`config.mk`:
```
export PLATFORM = sky130hd
export DESIGN_NAME = pdc_power_ctrl
export DESIGN_NICKNAME = d
export VERILOG_FILES = /design/src/pdc_pkg.sv /design/src/pdc_cke_track.sv /design/src/pdc_exit_timer.sv /design/src/pdc_power_ctrl.sv
export VERILOG_INCLUDE_DIRS = /design/src /design/src/src
export SDC_FILE = /design/constraint.sdc
export NUM_CORES = 1
export LEC_CHECK = 0
export ABC_AREA = 1
export BUFFER_PORTS_ARGS = -buffer_cell sky130_fd_sc_hd__buf_2
export CAP_MARGIN = 40
export CORE_UTILIZATION = 25
export DETAILED_ROUTE_END_ITERATION = 7
export SETUP_SLACK_MARGIN = 0.2
export SYNTH_ARGS = -nofsm -noshare
export SYNTH_HDL_FRONTEND = slang
export SYNTH_SLANG_ARGS = --single-unit
```
`constraint.sdc`:
```
create_clock -name clk_i -period 3.6 [get_ports clk_i]
set_input_delay 0.54 -clock clk_i [delete_from_list [all_inputs] [get_ports clk_i]]
set_output_delay 0.54 -clock clk_i [all_outputs]
set_load 0.02 [all_outputs]
```
`src/pdc_params.svh`:
```
`ifndef PDC_PARAMS_SVH
`define PDC_PARAMS_SVH

// register word indices (byte address = index * 4)
`define PDC_IDX_CTRL      2'h0
`define PDC_IDX_STATUS    2'h1
`define PDC_IDX_FLAGS     2'h2

// control register fields
`define PDC_CTRL_SLOW     0
`define PDC_CTRL_WR_LO    1
`define PDC_CTRL_WR_HI    3
`define PDC_CTRL_ODT      4
`define PDC_CTRL_RST      5'h00

// sticky flag positions
`define PDC_FLG_ILLEGAL   0
`define PDC_FLG_CKEW      1
`define PDC_FLG_EARLY     2
`define PDC_FLG_BUSY      3

// clock and timing
`define PDC_CLK_PS        4000
`define PDC_TCKE_CK       3
`define PDC_TXP_CK        2
`define PDC_TXPRD_CK      6
`define PDC_TXARD_CK      2
`define PDC_TXARDS_CK     6
`define PDC_TXSRD_CK      200
`define PDC_TXSNR_NS      115
`define PDC_TXSNR_CK      ((`PDC_TXSNR_NS * 1000 + `PDC_CLK_PS - 1) / `PDC_CLK_PS)

// command codes {cs_n, ras_n, cas_n, we_n}
`define PDC_CMD_NOP       4'h7
`define PDC_CMD_REF       4'h1
`define PDC_CMD_READ      4'h5

`endif

```
`src/pdc_pkg.sv`:
```
package pdc_pkg;

  typedef enum logic [1:0] {
    PDC_ST_ACTIVE,
    PDC_ST_APD,
    PDC_ST_PPD,
    PDC_ST_SREF
  } pdc_state_t;

  typedef logic [7:0] pdc_count_t;

endpackage

```
`src/pdc_cke_track.sv`:
```
`timescale 1ns/1ps
`default_nettype none
`include "pdc_params.svh"

module pdc_cke_track
  import pdc_pkg::*;
(
  // clock and reset
  input  wire logic clk_i,
  input  wire logic rst_i,
  // synchronised clock-enable level
  input  wire logic cke_i,
  // previous sample and width check
  output logic      cke_prev_o,
  output logic      short_o
);

  logic [1:0] run_q;

  always_ff @(posedge clk_i) begin
    if (rst_i) begin
      cke_prev_o <= 1'b0;
    end else begin
      cke_prev_o <= cke_i;
    end
  end

  // consecutive registrations of the current level, saturating
  always_ff @(posedge clk_i) begin
    if (rst_i) begin
      run_q <= 2'(`PDC_TCKE_CK);
    end else if (cke_i != cke_prev_o) begin
      run_q <= 2'h1;
    end else if (run_q != 2'(`PDC_TCKE_CK)) begin
      run_q <= run_q + 2'h1;
    end
  end

  assign short_o = (cke_i != cke_prev_o) && (run_q != 2'(`PDC_TCKE_CK)); // RULE_12

endmodule
`default_nettype wire

```
`src/pdc_exit_timer.sv`:
```
`timescale 1ns/1ps
`default_nettype none
`include "pdc_params.svh"

module pdc_exit_timer
  import pdc_pkg::*;
(
  // clock and reset
  input  wire logic       clk_i,
  input  wire logic       rst_i,
  // load a fresh wait
  input  wire logic       load_i,
  input  wire pdc_count_t val_i,
  // wait elapsed
  output logic            done_o
);

  pdc_count_t cnt_q;

  always_ff @(posedge clk_i) begin
    if (rst_i) begin
      cnt_q <= '0;
    end else if (load_i) begin
      cnt_q <= val_i;
    end else if (cnt_q != '0) begin
      cnt_q <= cnt_q - 8'h01;
    end
  end

  assign done_o = (cnt_q == '0) && !load_i;

endmodule
`default_nettype wire

```
`src/pdc_power_ctrl.sv`:
```
// Functional notes
// RULE_01 - any power-down disables input/output buffers except clock, termination and CKE inputs
// RULE_02 - delay-locked loop is frozen while in precharge power-down
// RULE_03 - controller keeps clock frequency; changes it only in precharge power-down
// RULE_04 - no refresh while powered down; controller ends power-down in time
// RULE_05 - controller holds CKE low, clock stable; ODT valid if termination on
// RULE_06 - power-down exits on first edge with CKE high plus NOP/DESELECT
// RULE_07 - CKE high-to-low with NOP: active power-down if row open, else precharge
// RULE_08 - self refresh entered from all-idle with REFRESH and CKE falling; held while low
// RULE_09 - after self refresh exit only NOP during tXSNR; READ after 200 clocks
// RULE_10 - only NOP/DESELECT with CKE transitions; other combinations are illegal
// RULE_11 - no power-down entry while an operation is still in progress
// RULE_12 - each CKE level held for at least three registrations
// RULE_13 - tXP before non-READ after any exit; tXPRD before READ after precharge exit
// RULE_14 - active exit READ wait is tXARD when bit 12 is 0, tXARDS when 1
// RULE_15 - termination input ignored for transitions; termination unavailable in self refresh
// RULE_16 - after READ, power-down entry only once the burst has completed
// RULE_17 - READ with auto precharge: entry one clock after internal precharge
// RULE_18 - write recovery field holds tWR/tCK rounded up; entry one clock after it
// RULE_19 - entry may follow REFRESH, ACTIVE or PRECHARGE by one clock
// RULE_20 - mode load needs idle banks; precharge power-down only after tMRD
// RULE_21 - frequency change needs precharge power-down, termination off, two clocks wait
// RULE_22 - after frequency change: stable clocks, DLL reset, WR rewrite, 200-cycle relock
// RULE_23 - CKE stays high from READ/WRITE issue until burst completes
// RULE_24 - previous CKE sample kept; transitions decoded from previous, current and command
`timescale 1ns/1ps
`default_nettype none
`include "pdc_params.svh"

module pdc_power_ctrl
  import pdc_pkg::*;
(
  // clock and reset
  input  wire logic        clk_i,
  input  wire logic        rst_i,
  // wishbone slave
  input  wire logic        wb_cyc_i,
  input  wire logic        wb_stb_i,
  input  wire logic        wb_we_i,
  input  wire logic [3:0]  wb_adr_i,
  input  wire logic [3:0]  wb_sel_i,
  input  wire logic [31:0] wb_dat_i,
  output logic [31:0]      wb_dat_o,
  output logic             wb_ack_o,
  // memory pins
  input  wire logic        cke_i,
  input  wire logic        odt_i,
  input  wire logic        cs_n_i,
  input  wire logic        ras_n_i,
  input  wire logic        cas_n_i,
  input  wire logic        we_n_i,
  // core status
  input  wire logic        row_open_i,
  input  wire logic        busy_i,
  // power controls to the core
  output logic             buf_en_o,
  output logic             dll_freeze_o,
  output logic             odt_term_o,
  output logic             self_refresh_o,
  output logic             cmd_ok_o,
  output logic             read_ok_o,
  output logic [3:0]       wr_cycles_o
);

  function automatic logic is_nop(input logic [3:0] c);
    return c[3] || (c == `PDC_CMD_NOP);
  endfunction

  function automatic logic is_read(input logic [3:0] c);
    return !c[3] && (c == `PDC_CMD_READ);
  endfunction

  // pin synchronisers
  logic [5:0]  pin_q1;
  logic [5:0]  pin_q2;
  logic        cke_s;
  logic        odt_s;
  logic [3:0]  cmd_s;

  always_ff @(posedge clk_i) begin
    if (rst_i) begin
      pin_q1 <= 6'h38;
      pin_q2 <= 6'h38;
    end else begin
      pin_q1 <= {cs_n_i, ras_n_i, cas_n_i, we_n_i, odt_i, cke_i};
      pin_q2 <= pin_q1;
    end
  end

  assign cke_s = pin_q2[0];
  assign odt_s = pin_q2[1];
  assign cmd_s = pin_q2[5:2];

  // clock-enable history
  logic cke_prev;
  logic cke_short;

  pdc_cke_track u_track (
    .clk_i      (clk_i),
    .rst_i      (rst_i),
    .cke_i      (cke_s),
    .cke_prev_o (cke_prev),
    .short_o    (cke_short)
  );

  logic cmd_nop;
  logic cmd_ref;
  logic cmd_rd;
  logic cke_fall;
  logic cke_rise;

  assign cmd_nop  = is_nop(cmd_s);
  assign cmd_ref  = !cmd_s[3] && (cmd_s == `PDC_CMD_REF);
  assign cmd_rd   = is_read(cmd_s);
  assign cke_fall = cke_prev && !cke_s; // RULE_24
  assign cke_rise = !cke_prev && cke_s; // RULE_24

  // control register
  logic [4:0] ctrl_q;
  logic [3:0] flags_q;
  logic       wb_req;
  logic       wb_wr;

  assign wb_req = wb_cyc_i && wb_stb_i && !wb_ack_o;
  assign wb_wr  = wb_req && wb_we_i && wb_sel_i[0];

  always_ff @(posedge clk_i) begin
    if (rst_i) begin
      ctrl_q <= `PDC_CTRL_RST;
    end else if (wb_wr && (wb_adr_i[3:2] == `PDC_IDX_CTRL)) begin
      ctrl_q <= wb_dat_i[4:0];
    end
  end

  // power state decode
  pdc_state_t state_q;
  pdc_state_t state_d;
  logic       exit_ev;
  logic       bad_trans;

  always_comb begin
    state_d   = state_q;
    exit_ev   = 1'b0;
    bad_trans = 1'b0;
    unique case (state_q)
      PDC_ST_ACTIVE: begin
        if (cke_fall) begin
          if (cmd_nop) begin
            state_d = row_open_i ? PDC_ST_APD : PDC_ST_PPD; // RULE_07
          end else if (cmd_ref && !row_open_i) begin
            state_d = PDC_ST_SREF; // RULE_08
          end else begin
            bad_trans = 1'b1; // RULE_10
          end
        end
      end
      PDC_ST_APD, PDC_ST_PPD, PDC_ST_SREF: begin
        // low level keeps the state; odt plays no part here
        if (cke_rise) begin
          if (cmd_nop) begin
            state_d = PDC_ST_ACTIVE; // RULE_06 RULE_15
            exit_ev = 1'b1;
          end else begin
            bad_trans = 1'b1; // RULE_10
          end
        end
      end
    endcase
  end

  always_ff @(posedge clk_i) begin
    if (rst_i) begin
      state_q <= PDC_ST_ACTIVE;
    end else begin
      state_q <= state_d;
    end
  end

  // registered power controls
  always_ff @(posedge clk_i) begin
    if (rst_i) begin
      buf_en_o       <= 1'b1;
      dll_freeze_o   <= 1'b0;
      self_refresh_o <= 1'b0;
    end else begin
      buf_en_o       <= (state_d == PDC_ST_ACTIVE); // RULE_01
      dll_freeze_o   <= (state_d == PDC_ST_PPD); // RULE_02
      self_refresh_o <= (state_d == PDC_ST_SREF); // RULE_08
    end
  end

  always_ff @(posedge clk_i) begin
    if (rst_i) begin
      odt_term_o <= 1'b0;
    end else begin
      odt_term_o <= odt_s && ctrl_q[`PDC_CTRL_ODT] && (state_d != PDC_ST_SREF); // RULE_15
    end
  end

  // write recovery field encodes cycles minus one
  always_ff @(posedge clk_i) begin
    if (rst_i) begin
      wr_cycles_o <= 4'h1;
    end else begin
      wr_cycles_o <= {1'b0, ctrl_q[`PDC_CTRL_WR_HI:`PDC_CTRL_WR_LO]} + 4'h1; // RULE_18
    end
  end

  // exit wait selection
  pdc_count_t nrd_wait;
  pdc_count_t rd_wait;

  always_comb begin
    nrd_wait = 8'(`PDC_TXP_CK); // RULE_13
    rd_wait  = 8'(`PDC_TXPRD_CK); // RULE_13
    unique case (state_q)
      PDC_ST_SREF: begin
        nrd_wait = 8'(`PDC_TXSNR_CK); // RULE_09
        rd_wait  = 8'(`PDC_TXSRD_CK); // RULE_09
      end
      PDC_ST_APD: begin
        rd_wait = ctrl_q[`PDC_CTRL_SLOW] ? 8'(`PDC_TXARDS_CK) : 8'(`PDC_TXARD_CK); // RULE_14
      end
      PDC_ST_ACTIVE, PDC_ST_PPD: begin
        rd_wait = 8'(`PDC_TXPRD_CK);
      end
    endcase
  end

  logic nrd_done;
  logic rd_done;

  pdc_exit_timer u_nrd_timer (
    .clk_i  (clk_i),
    .rst_i  (rst_i),
    .load_i (exit_ev),
    .val_i  (nrd_wait),
    .done_o (nrd_done)
  );

  pdc_exit_timer u_rd_timer (
    .clk_i  (clk_i),
    .rst_i  (rst_i),
    .load_i (exit_ev),
    .val_i  (rd_wait),
    .done_o (rd_done)
  );

  assign cmd_ok_o  = nrd_done && (state_q == PDC_ST_ACTIVE);
  assign read_ok_o = rd_done && nrd_done && (state_q == PDC_ST_ACTIVE);

  // protocol error events
  logic [3:0] flag_set;
  logic       early_cmd;

  assign early_cmd = (state_q == PDC_ST_ACTIVE) && cke_prev && cke_s && !cmd_nop
                     && (!nrd_done || (cmd_rd && !rd_done)); // RULE_09 RULE_13

  always_comb begin
    flag_set = '0;
    flag_set[`PDC_FLG_ILLEGAL] = bad_trans; // RULE_10
    flag_set[`PDC_FLG_CKEW]    = cke_short; // RULE_12
    flag_set[`PDC_FLG_EARLY]   = early_cmd;
    flag_set[`PDC_FLG_BUSY]    = cke_fall && busy_i && (state_q == PDC_ST_ACTIVE); // RULE_11 RULE_23
  end

  // sticky flags, write one to clear, a new event wins
  logic [3:0] flag_clr;

  assign flag_clr = (wb_wr && (wb_adr_i[3:2] == `PDC_IDX_FLAGS)) ? wb_dat_i[3:0] : 4'h0;

  always_ff @(posedge clk_i) begin
    if (rst_i) begin
      flags_q <= '0;
    end else begin
      flags_q <= (flags_q & ~flag_clr) | flag_set;
    end
  end

  // status word
  logic [7:0] status;

  assign status = {cke_s, odt_term_o, read_ok_o, cmd_ok_o, dll_freeze_o, buf_en_o, state_q};

  // bus answer, one wait state
  always_ff @(posedge clk_i) begin
    if (rst_i) begin
      wb_ack_o <= 1'b0;
    end else begin
      wb_ack_o <= wb_req;
    end
  end

  always_ff @(posedge clk_i) begin
    if (rst_i) begin
      wb_dat_o <= '0;
    end else if (wb_req && !wb_we_i) begin
      unique case (wb_adr_i[3:2])
        `PDC_IDX_CTRL:   wb_dat_o <= {27'h000_0000, ctrl_q};
        `PDC_IDX_STATUS: wb_dat_o <= {24'h00_0000, status};
        `PDC_IDX_FLAGS:  wb_dat_o <= {28'h000_0000, flags_q};
        default:         wb_dat_o <= '0;
      endcase
    end
  end

endmodule
`default_nettype wire
```
* After elaboration in Yosys (flattened, before gate mapping)
Index checks and enable logic that the tools add are counted.
** Storage, ports and cells
- Word-level logic and storage cells :: 116
- Bits in writable memories :: 0
- ROM bits :: 0
- Register bits after elaboration :: 83
- Output and inout port bits :: 43
- Memories :: 0
- Bits in latches :: 0
- Input port bits :: 53
** Operators by class
- Eq/ne operators :: 13
- Magnitude comparators :: 0
- $add $sub $neg :: 4
- Multiply operators :: 0
- Mux-type cells :: 27
- Bitwise gates (word level) :: 3
- Shift operators :: 0
- Reduce and logical (&&, ||, !) cells :: 52
- Divide/modulo/power cells :: 0
** Operators by type and width (count)
- one-hot mux 8 bit (3 select lines) :: 2
- 2-to-1 mux 8 bit :: 4
- logical AND 1 bit :: 27
- zero test 8 bit :: 2
- 2-to-1 mux 2 bit :: 8
- nonzero test 8 bit :: 2
- subtractor 8 x 1 -> 8 bit (second input constant) :: 2
- == test 2 bit (second input constant) :: 5
- zero test 1 bit :: 10
- == test 4 x 3 -> 1 bit (second input constant) :: 2
- 2-to-1 mux 1 bit :: 8
- zero test 2 bit :: 3
- nonzero test 2 bit :: 3
- 2-to-1 mux 5 bit :: 1
- adder 3 x 1 -> 4 bit (second input constant) :: 1
- bitwise AND 4 bit :: 1
- == test 2 x 1 -> 1 bit (second input constant) :: 2
- == test 4 x 1 -> 1 bit (second input constant) :: 1
- 2-to-1 mux 4 bit :: 1
- != test 2 bit (second input constant) :: 2
- NOT 4 bit :: 1
- bitwise OR 4 bit :: 1
- one-hot mux 2 bit (2 select lines) :: 1
- OR reduction 2 bit :: 2
- 6 further kinds :: 7

* Longest topological paths before layout
- Depth after elaboration :: 12
- Gate-level depth with buffers :: 9
- Mapped depth without buffers :: 9

* Hierarchy
Synthesis repeated with hierarchy kept, for this count alone.
** Unflattened totals
- Cell total of the unflattened synthesis :: 429
- Area total of the unflattened synthesis :: 3078.0 sq um
** Modules (own cells, without submodules)
- pdc_power_ctrl :: area an instance 1798.0 sq um, cells an instance 232, instances 1, sequential area each 800.8 sq um
- pdc_exit_timer :: area an instance 569.3 sq um, cells an instance 88, instances 2, sequential area each 160.2 sq um
- pdc_cke_track :: area an instance 141.4 sq um, cells an instance 21, instances 1, sequential area each 60.1 sq um

* Worst setup path before layout
Ideal clock, no wire load.
- Path kind :: register to output
- Start :: reg u_nrd_timer.cnt_q[0]
- End :: out read_ok_o
- Path buffers :: 0
- Stages on the path, launching flop included :: 7
- Setup slack :: 1691 ps
- Data arrival time :: 1369 ps
- Data required time :: 3060 ps
- Path through :: dfxtp_1 > inv_1 > ha_1 > nand2_1 > nor2_2 > inv_2 > nor3_1
** Between the ends
- Longest elaborated chain between the ends :: 4
** RTL lines
- start: declaration :: line pdc_exit_timer.sv:18 : pdc_count_t cnt_q;
- start signal: assignment :: line pdc_exit_timer.sv:24 : cnt_q <= val_i;
- start signal: assignment :: line pdc_exit_timer.sv:26 : cnt_q <= cnt_q - 8'h01;
- zero test 8 bit :: line pdc_exit_timer.sv:30 : assign done_o = (cnt_q == '0) && !load_i;
- logical AND 1 bit :: line pdc_exit_timer.sv:30
- logical AND 1 bit (2 in series) :: line pdc_power_ctrl.sv:250 : assign read_ok_o = rd_done && nrd_done && (state_q == PDC_ST_ACTIVE);
- end: declaration :: line pdc_power_ctrl.sv:61 : output logic read_ok_o,
No other way between the ends.

* Final worst setup path
Ends and elaborated chain as after synthesis.

==> out/results.tsv <==
stage	metric	value	unit
detailed_routing	wl	5780	um
die	rows	38	
logic_synthesis	synth.top_cell.area_share	42.4	%
logic_synthesis	yosysWarnings	0	
clocking	cts.clk_slew.worst_paths	60	ps
worst_setup_path	slowest_stage	dfxtp_1	
clocking	cts_setup_buffers	0	
global_routing	overflow	0	
worst_setup_path	cp_slowest_stage_delay	300	ps
final_layout	area_growth	14.4	%
logic_synthesis	ys_types	30	
clocking	worstSkewPairLatency	340	ps
logic_synthesis	muxShareOfSynthArea	0	%
clocking	cts_sinks	59	
sta	setup_viol	0	
worst_setup_path	crit_start	u_nrd_timer.cnt_q[0]$_SDFFE_PP0P_	
die	start_util	25.7	%
clocking	cts_made_buffers	9	
sta	fin_skew	7.57	ps
global_routing	grt_pass1_vias	2127	
clocking	postCtsResizedCells	0	
worst_setup_path	worst_ep_required_time	3060	ps
global_routing	track_usage	10.8	%
clocking	cts_tree	done	
sta	timing_hold_violations_final	0	
worst_hold_path	holdCritPathClass	in2reg	
final_layout	antenna_cells	0	
logic_synthesis	syn_area	2780	um2
final_layout	register_area	1180	um2
detailed_routing	viasPerCell	4.12	
placement	place.gp.congestion	0.872	
die	fp.dieArea	11600	um2
worst_setup_path	reg2reg_depth	8	
global_routing	grt_max_degree	35	
die	die_h	108	um
logic_synthesis	synth_top_family_by_area	simple AND/OR/NAND/NOR gates	
final_layout	fillerInstances	1219	
worst_setup_path	endpoint	read_ok_o	
sta	tns	0	ps
logic_synthesis	synth_compound_area_share	9.40	%
run	cap_violations	0	
logic_synthesis	yosysTopAreaCell	dfxtp_1	
detailed_routing	wl_per_cell	10.2	um
clocking	htreeDepth	3	
sta	final_max_slew_viol_count	0	
worst_hold_path	hold_start	cas_n_i	
logic_synthesis	synth_area_leaders	dfxtp_1, nand2_1, nor2_1, buf_4, inv_1	
worst_setup_path	worst-path-max-fanout	5	
outcome	status	completed	
worst_setup_path	path_class	reg2out	
logic_synthesis	synth-xor-area-share	2.52	%
die	chipWidth	108	um
die	io_pins	96	
clocking	cts-root-buf	clkbuf_8	
power	power	2.07	mW
die	core_area	10800	um2
final_layout	finish.net_count	484	
final_layout	multi_input_area	1280	um2
logic_synthesis	yosys_register_bits	59	
logic_synthesis	synth_area_per_cell	7.30	um2
logic_synthesis	ys_seq_area_share	42.4	%
worst_setup_path	timing.rr.end	wb_dat_o[5]$_SDFFE_PP0P_	
logic_synthesis	post_synth_inst_count	381	
worst_setup_path	r2r-start	u_nrd_timer.cnt_q[0]$_SDFFE_PP0P_	
power	cellPowerDensity	650	nW/um2
power	leakagePower	1.51	nW
sta	maxSlewHeadroom	60.2	%
final_layout	drive_above_1_share	17.3	%
clocking	cts_buffer_depth	2	
sta	fmax	417	MHz
sta	rsz0062_at_grt	no	
sta	finalCritPeriodShare	66.6	%
logic_synthesis	yosys.area_share.simple	27.8	%
sta	worst_slew_pin_slew	598	ps
final_layout	layout_common_cells	nand2_1, dfxtp_1, nor2_1, inv_1, buf_2	
detailed_routing	drt_iter0_markers	125	
placement	portBuffers	39	
detailed_routing	drc	0	
clocking	cts_hold_buf	0	
worst_setup_path	r2r_slack	2090	ps
logic_synthesis	synth_adder_area_share	3.15	%
worst_setup_path	cp-start-kind	flop	
worst_setup_path	crit_path_end_kind	output pin	
global_routing	antenna_found_initial	0	
final_layout	final_common_cell	nand2_1	
detailed_routing	via_count	2342	
power	ir_worst_vdd	0.226	mV
detailed_routing	drt_pass1_iterations	4	
detailed_routing	ant_nets	0	
global_routing	grt_pass1_wl	9650	um
worst_setup_path	path_cells	inv_1 -> ha_1 -> nand2_1 -> nor2_2 -> inv_2 -> nor3_1 -> buf_2	
sta	fin_crit	2400	ps
worst_setup_path	crit_arrival	1860	ps
placement	hpwl	4290	um
## how the worst min path moves through the flow
stage | slack [ps] | cells past startpoint | endpoint
floorplan | 390 | 2 | pin_q2[0]$_SDFF_PP0_
detailed placement | 400 | 2 | pin_q2[2]$_SDFF_PP0_
global route | 360 | 2 | pin_q1[3]$_SDFF_PP1_
finish | 390 | 2 | pin_q1[3]$_SDFF_PP1_
global placement | 390 | 2 | pin_q2[1]$_SDFF_PP0_
CTS | 370 | 2 | pin_q1[3]$_SDFF_PP1_
## registers in the layout, indices dropped and copies added (netlist names)
name,flops
pin_q2,6
wr_cycles_o,4
flags_q,4
odt_term_o,1
u_track.cke_prev_o,1
wb_ack_o,1
ctrl_q,5
u_rd_timer.cnt_q,8
buf_en_o,1
u_nrd_timer.cnt_q,8
state_q,2
dll_freeze_o,1
pin_q1,6
self_refresh_o,1
wb_dat_o,8
u_track.run_q,2
## per-stage QoR
step | utilization, % | cell area, um2 | std cells | hold slack [ps] | worst slack [ps]
6_report | 29.4 | 3180 | 568 | 385 | 1200
5_1_grt | 29.4 | 3180 | 568 | 361 | 1080
4_1_cts | 29.4 | 3180 | 568 | 371 | 1150
3_5_place_dp | 27.9 | 3020 | 553 | 397 | 1530
3_3_place_gp | 27.9 | 3020 | 553 | 390 | 1520
2_1_floorplan | - | 2870 | 404 | 388 | 1690
## layer usage
layer / wire length [um] / global-route usage, % / vias to the layer above
met1: 2760 / 13.6 / 1042
met5: 0 / 0 / -
li1: - / - / 1226
met3: 303 / 3.87 / 9
met2: 2630 / 16.5 / 65
met4: 93 / 4.50 / 0
## power breakdown
part | internal, mW | leakage, nW | switching, mW
sequential | 0.752 | 0.483 | 0.0709
clock | 0.261 | 0.0860 | 0.246
combinational | 0.277 | 0.939 | 0.464
total | 1.29 | 1.51 | 0.781
## logic make-up (layout without fill, tap and decap cells)
| group | count (synthesis) | in the layout |
|---|---|---|
| AO/OA/AOI/OAI | 49 | 49 |
| XOR/XNOR | 8 | 8 |
| adder cells (fa/ha/maj) | 7 | 7 |
| buffers and inverters | 80 | 104 |
| flip-flops | 59 | 59 |
| other | 1 | 24 |
| AND/OR/NAND/NOR | 177 | 177 |
## area by class of cell
cell class                      count  area share, %
Clock buffer                       12           4.56
Clock inverter                      3          0.472
Inverter                           50           5.97
Multi-Input combinational cell    265           40.3
Sequential cell                    59           37.1
Tap cell                          140           5.50
Timing Repair Buffer               39           6.13
## synth_stat cells (all sizes together)
cell / count
nor2: 56
or2: 7
nand4: 3
buf: 26
nand3: 26
a22oi: 1
xnor2: 5
dfxtp: 59
inv: 50
conb: 1
xor2: 3
ha: 7
o21ai: 18
nor3: 3
nand2: 82
a21oi: 29
o21bai: 1
clkbuf: 4
## worst max-delay path, delay by kind of cell, from the launching register on
family,cells,cell delay [ps]
flip-flops,1,300
AND/OR/NAND/NOR,3,570
buffers and inverters,3,430
adder cells (fa/ha/maj),1,220
(Power assumes the default switching activity.)
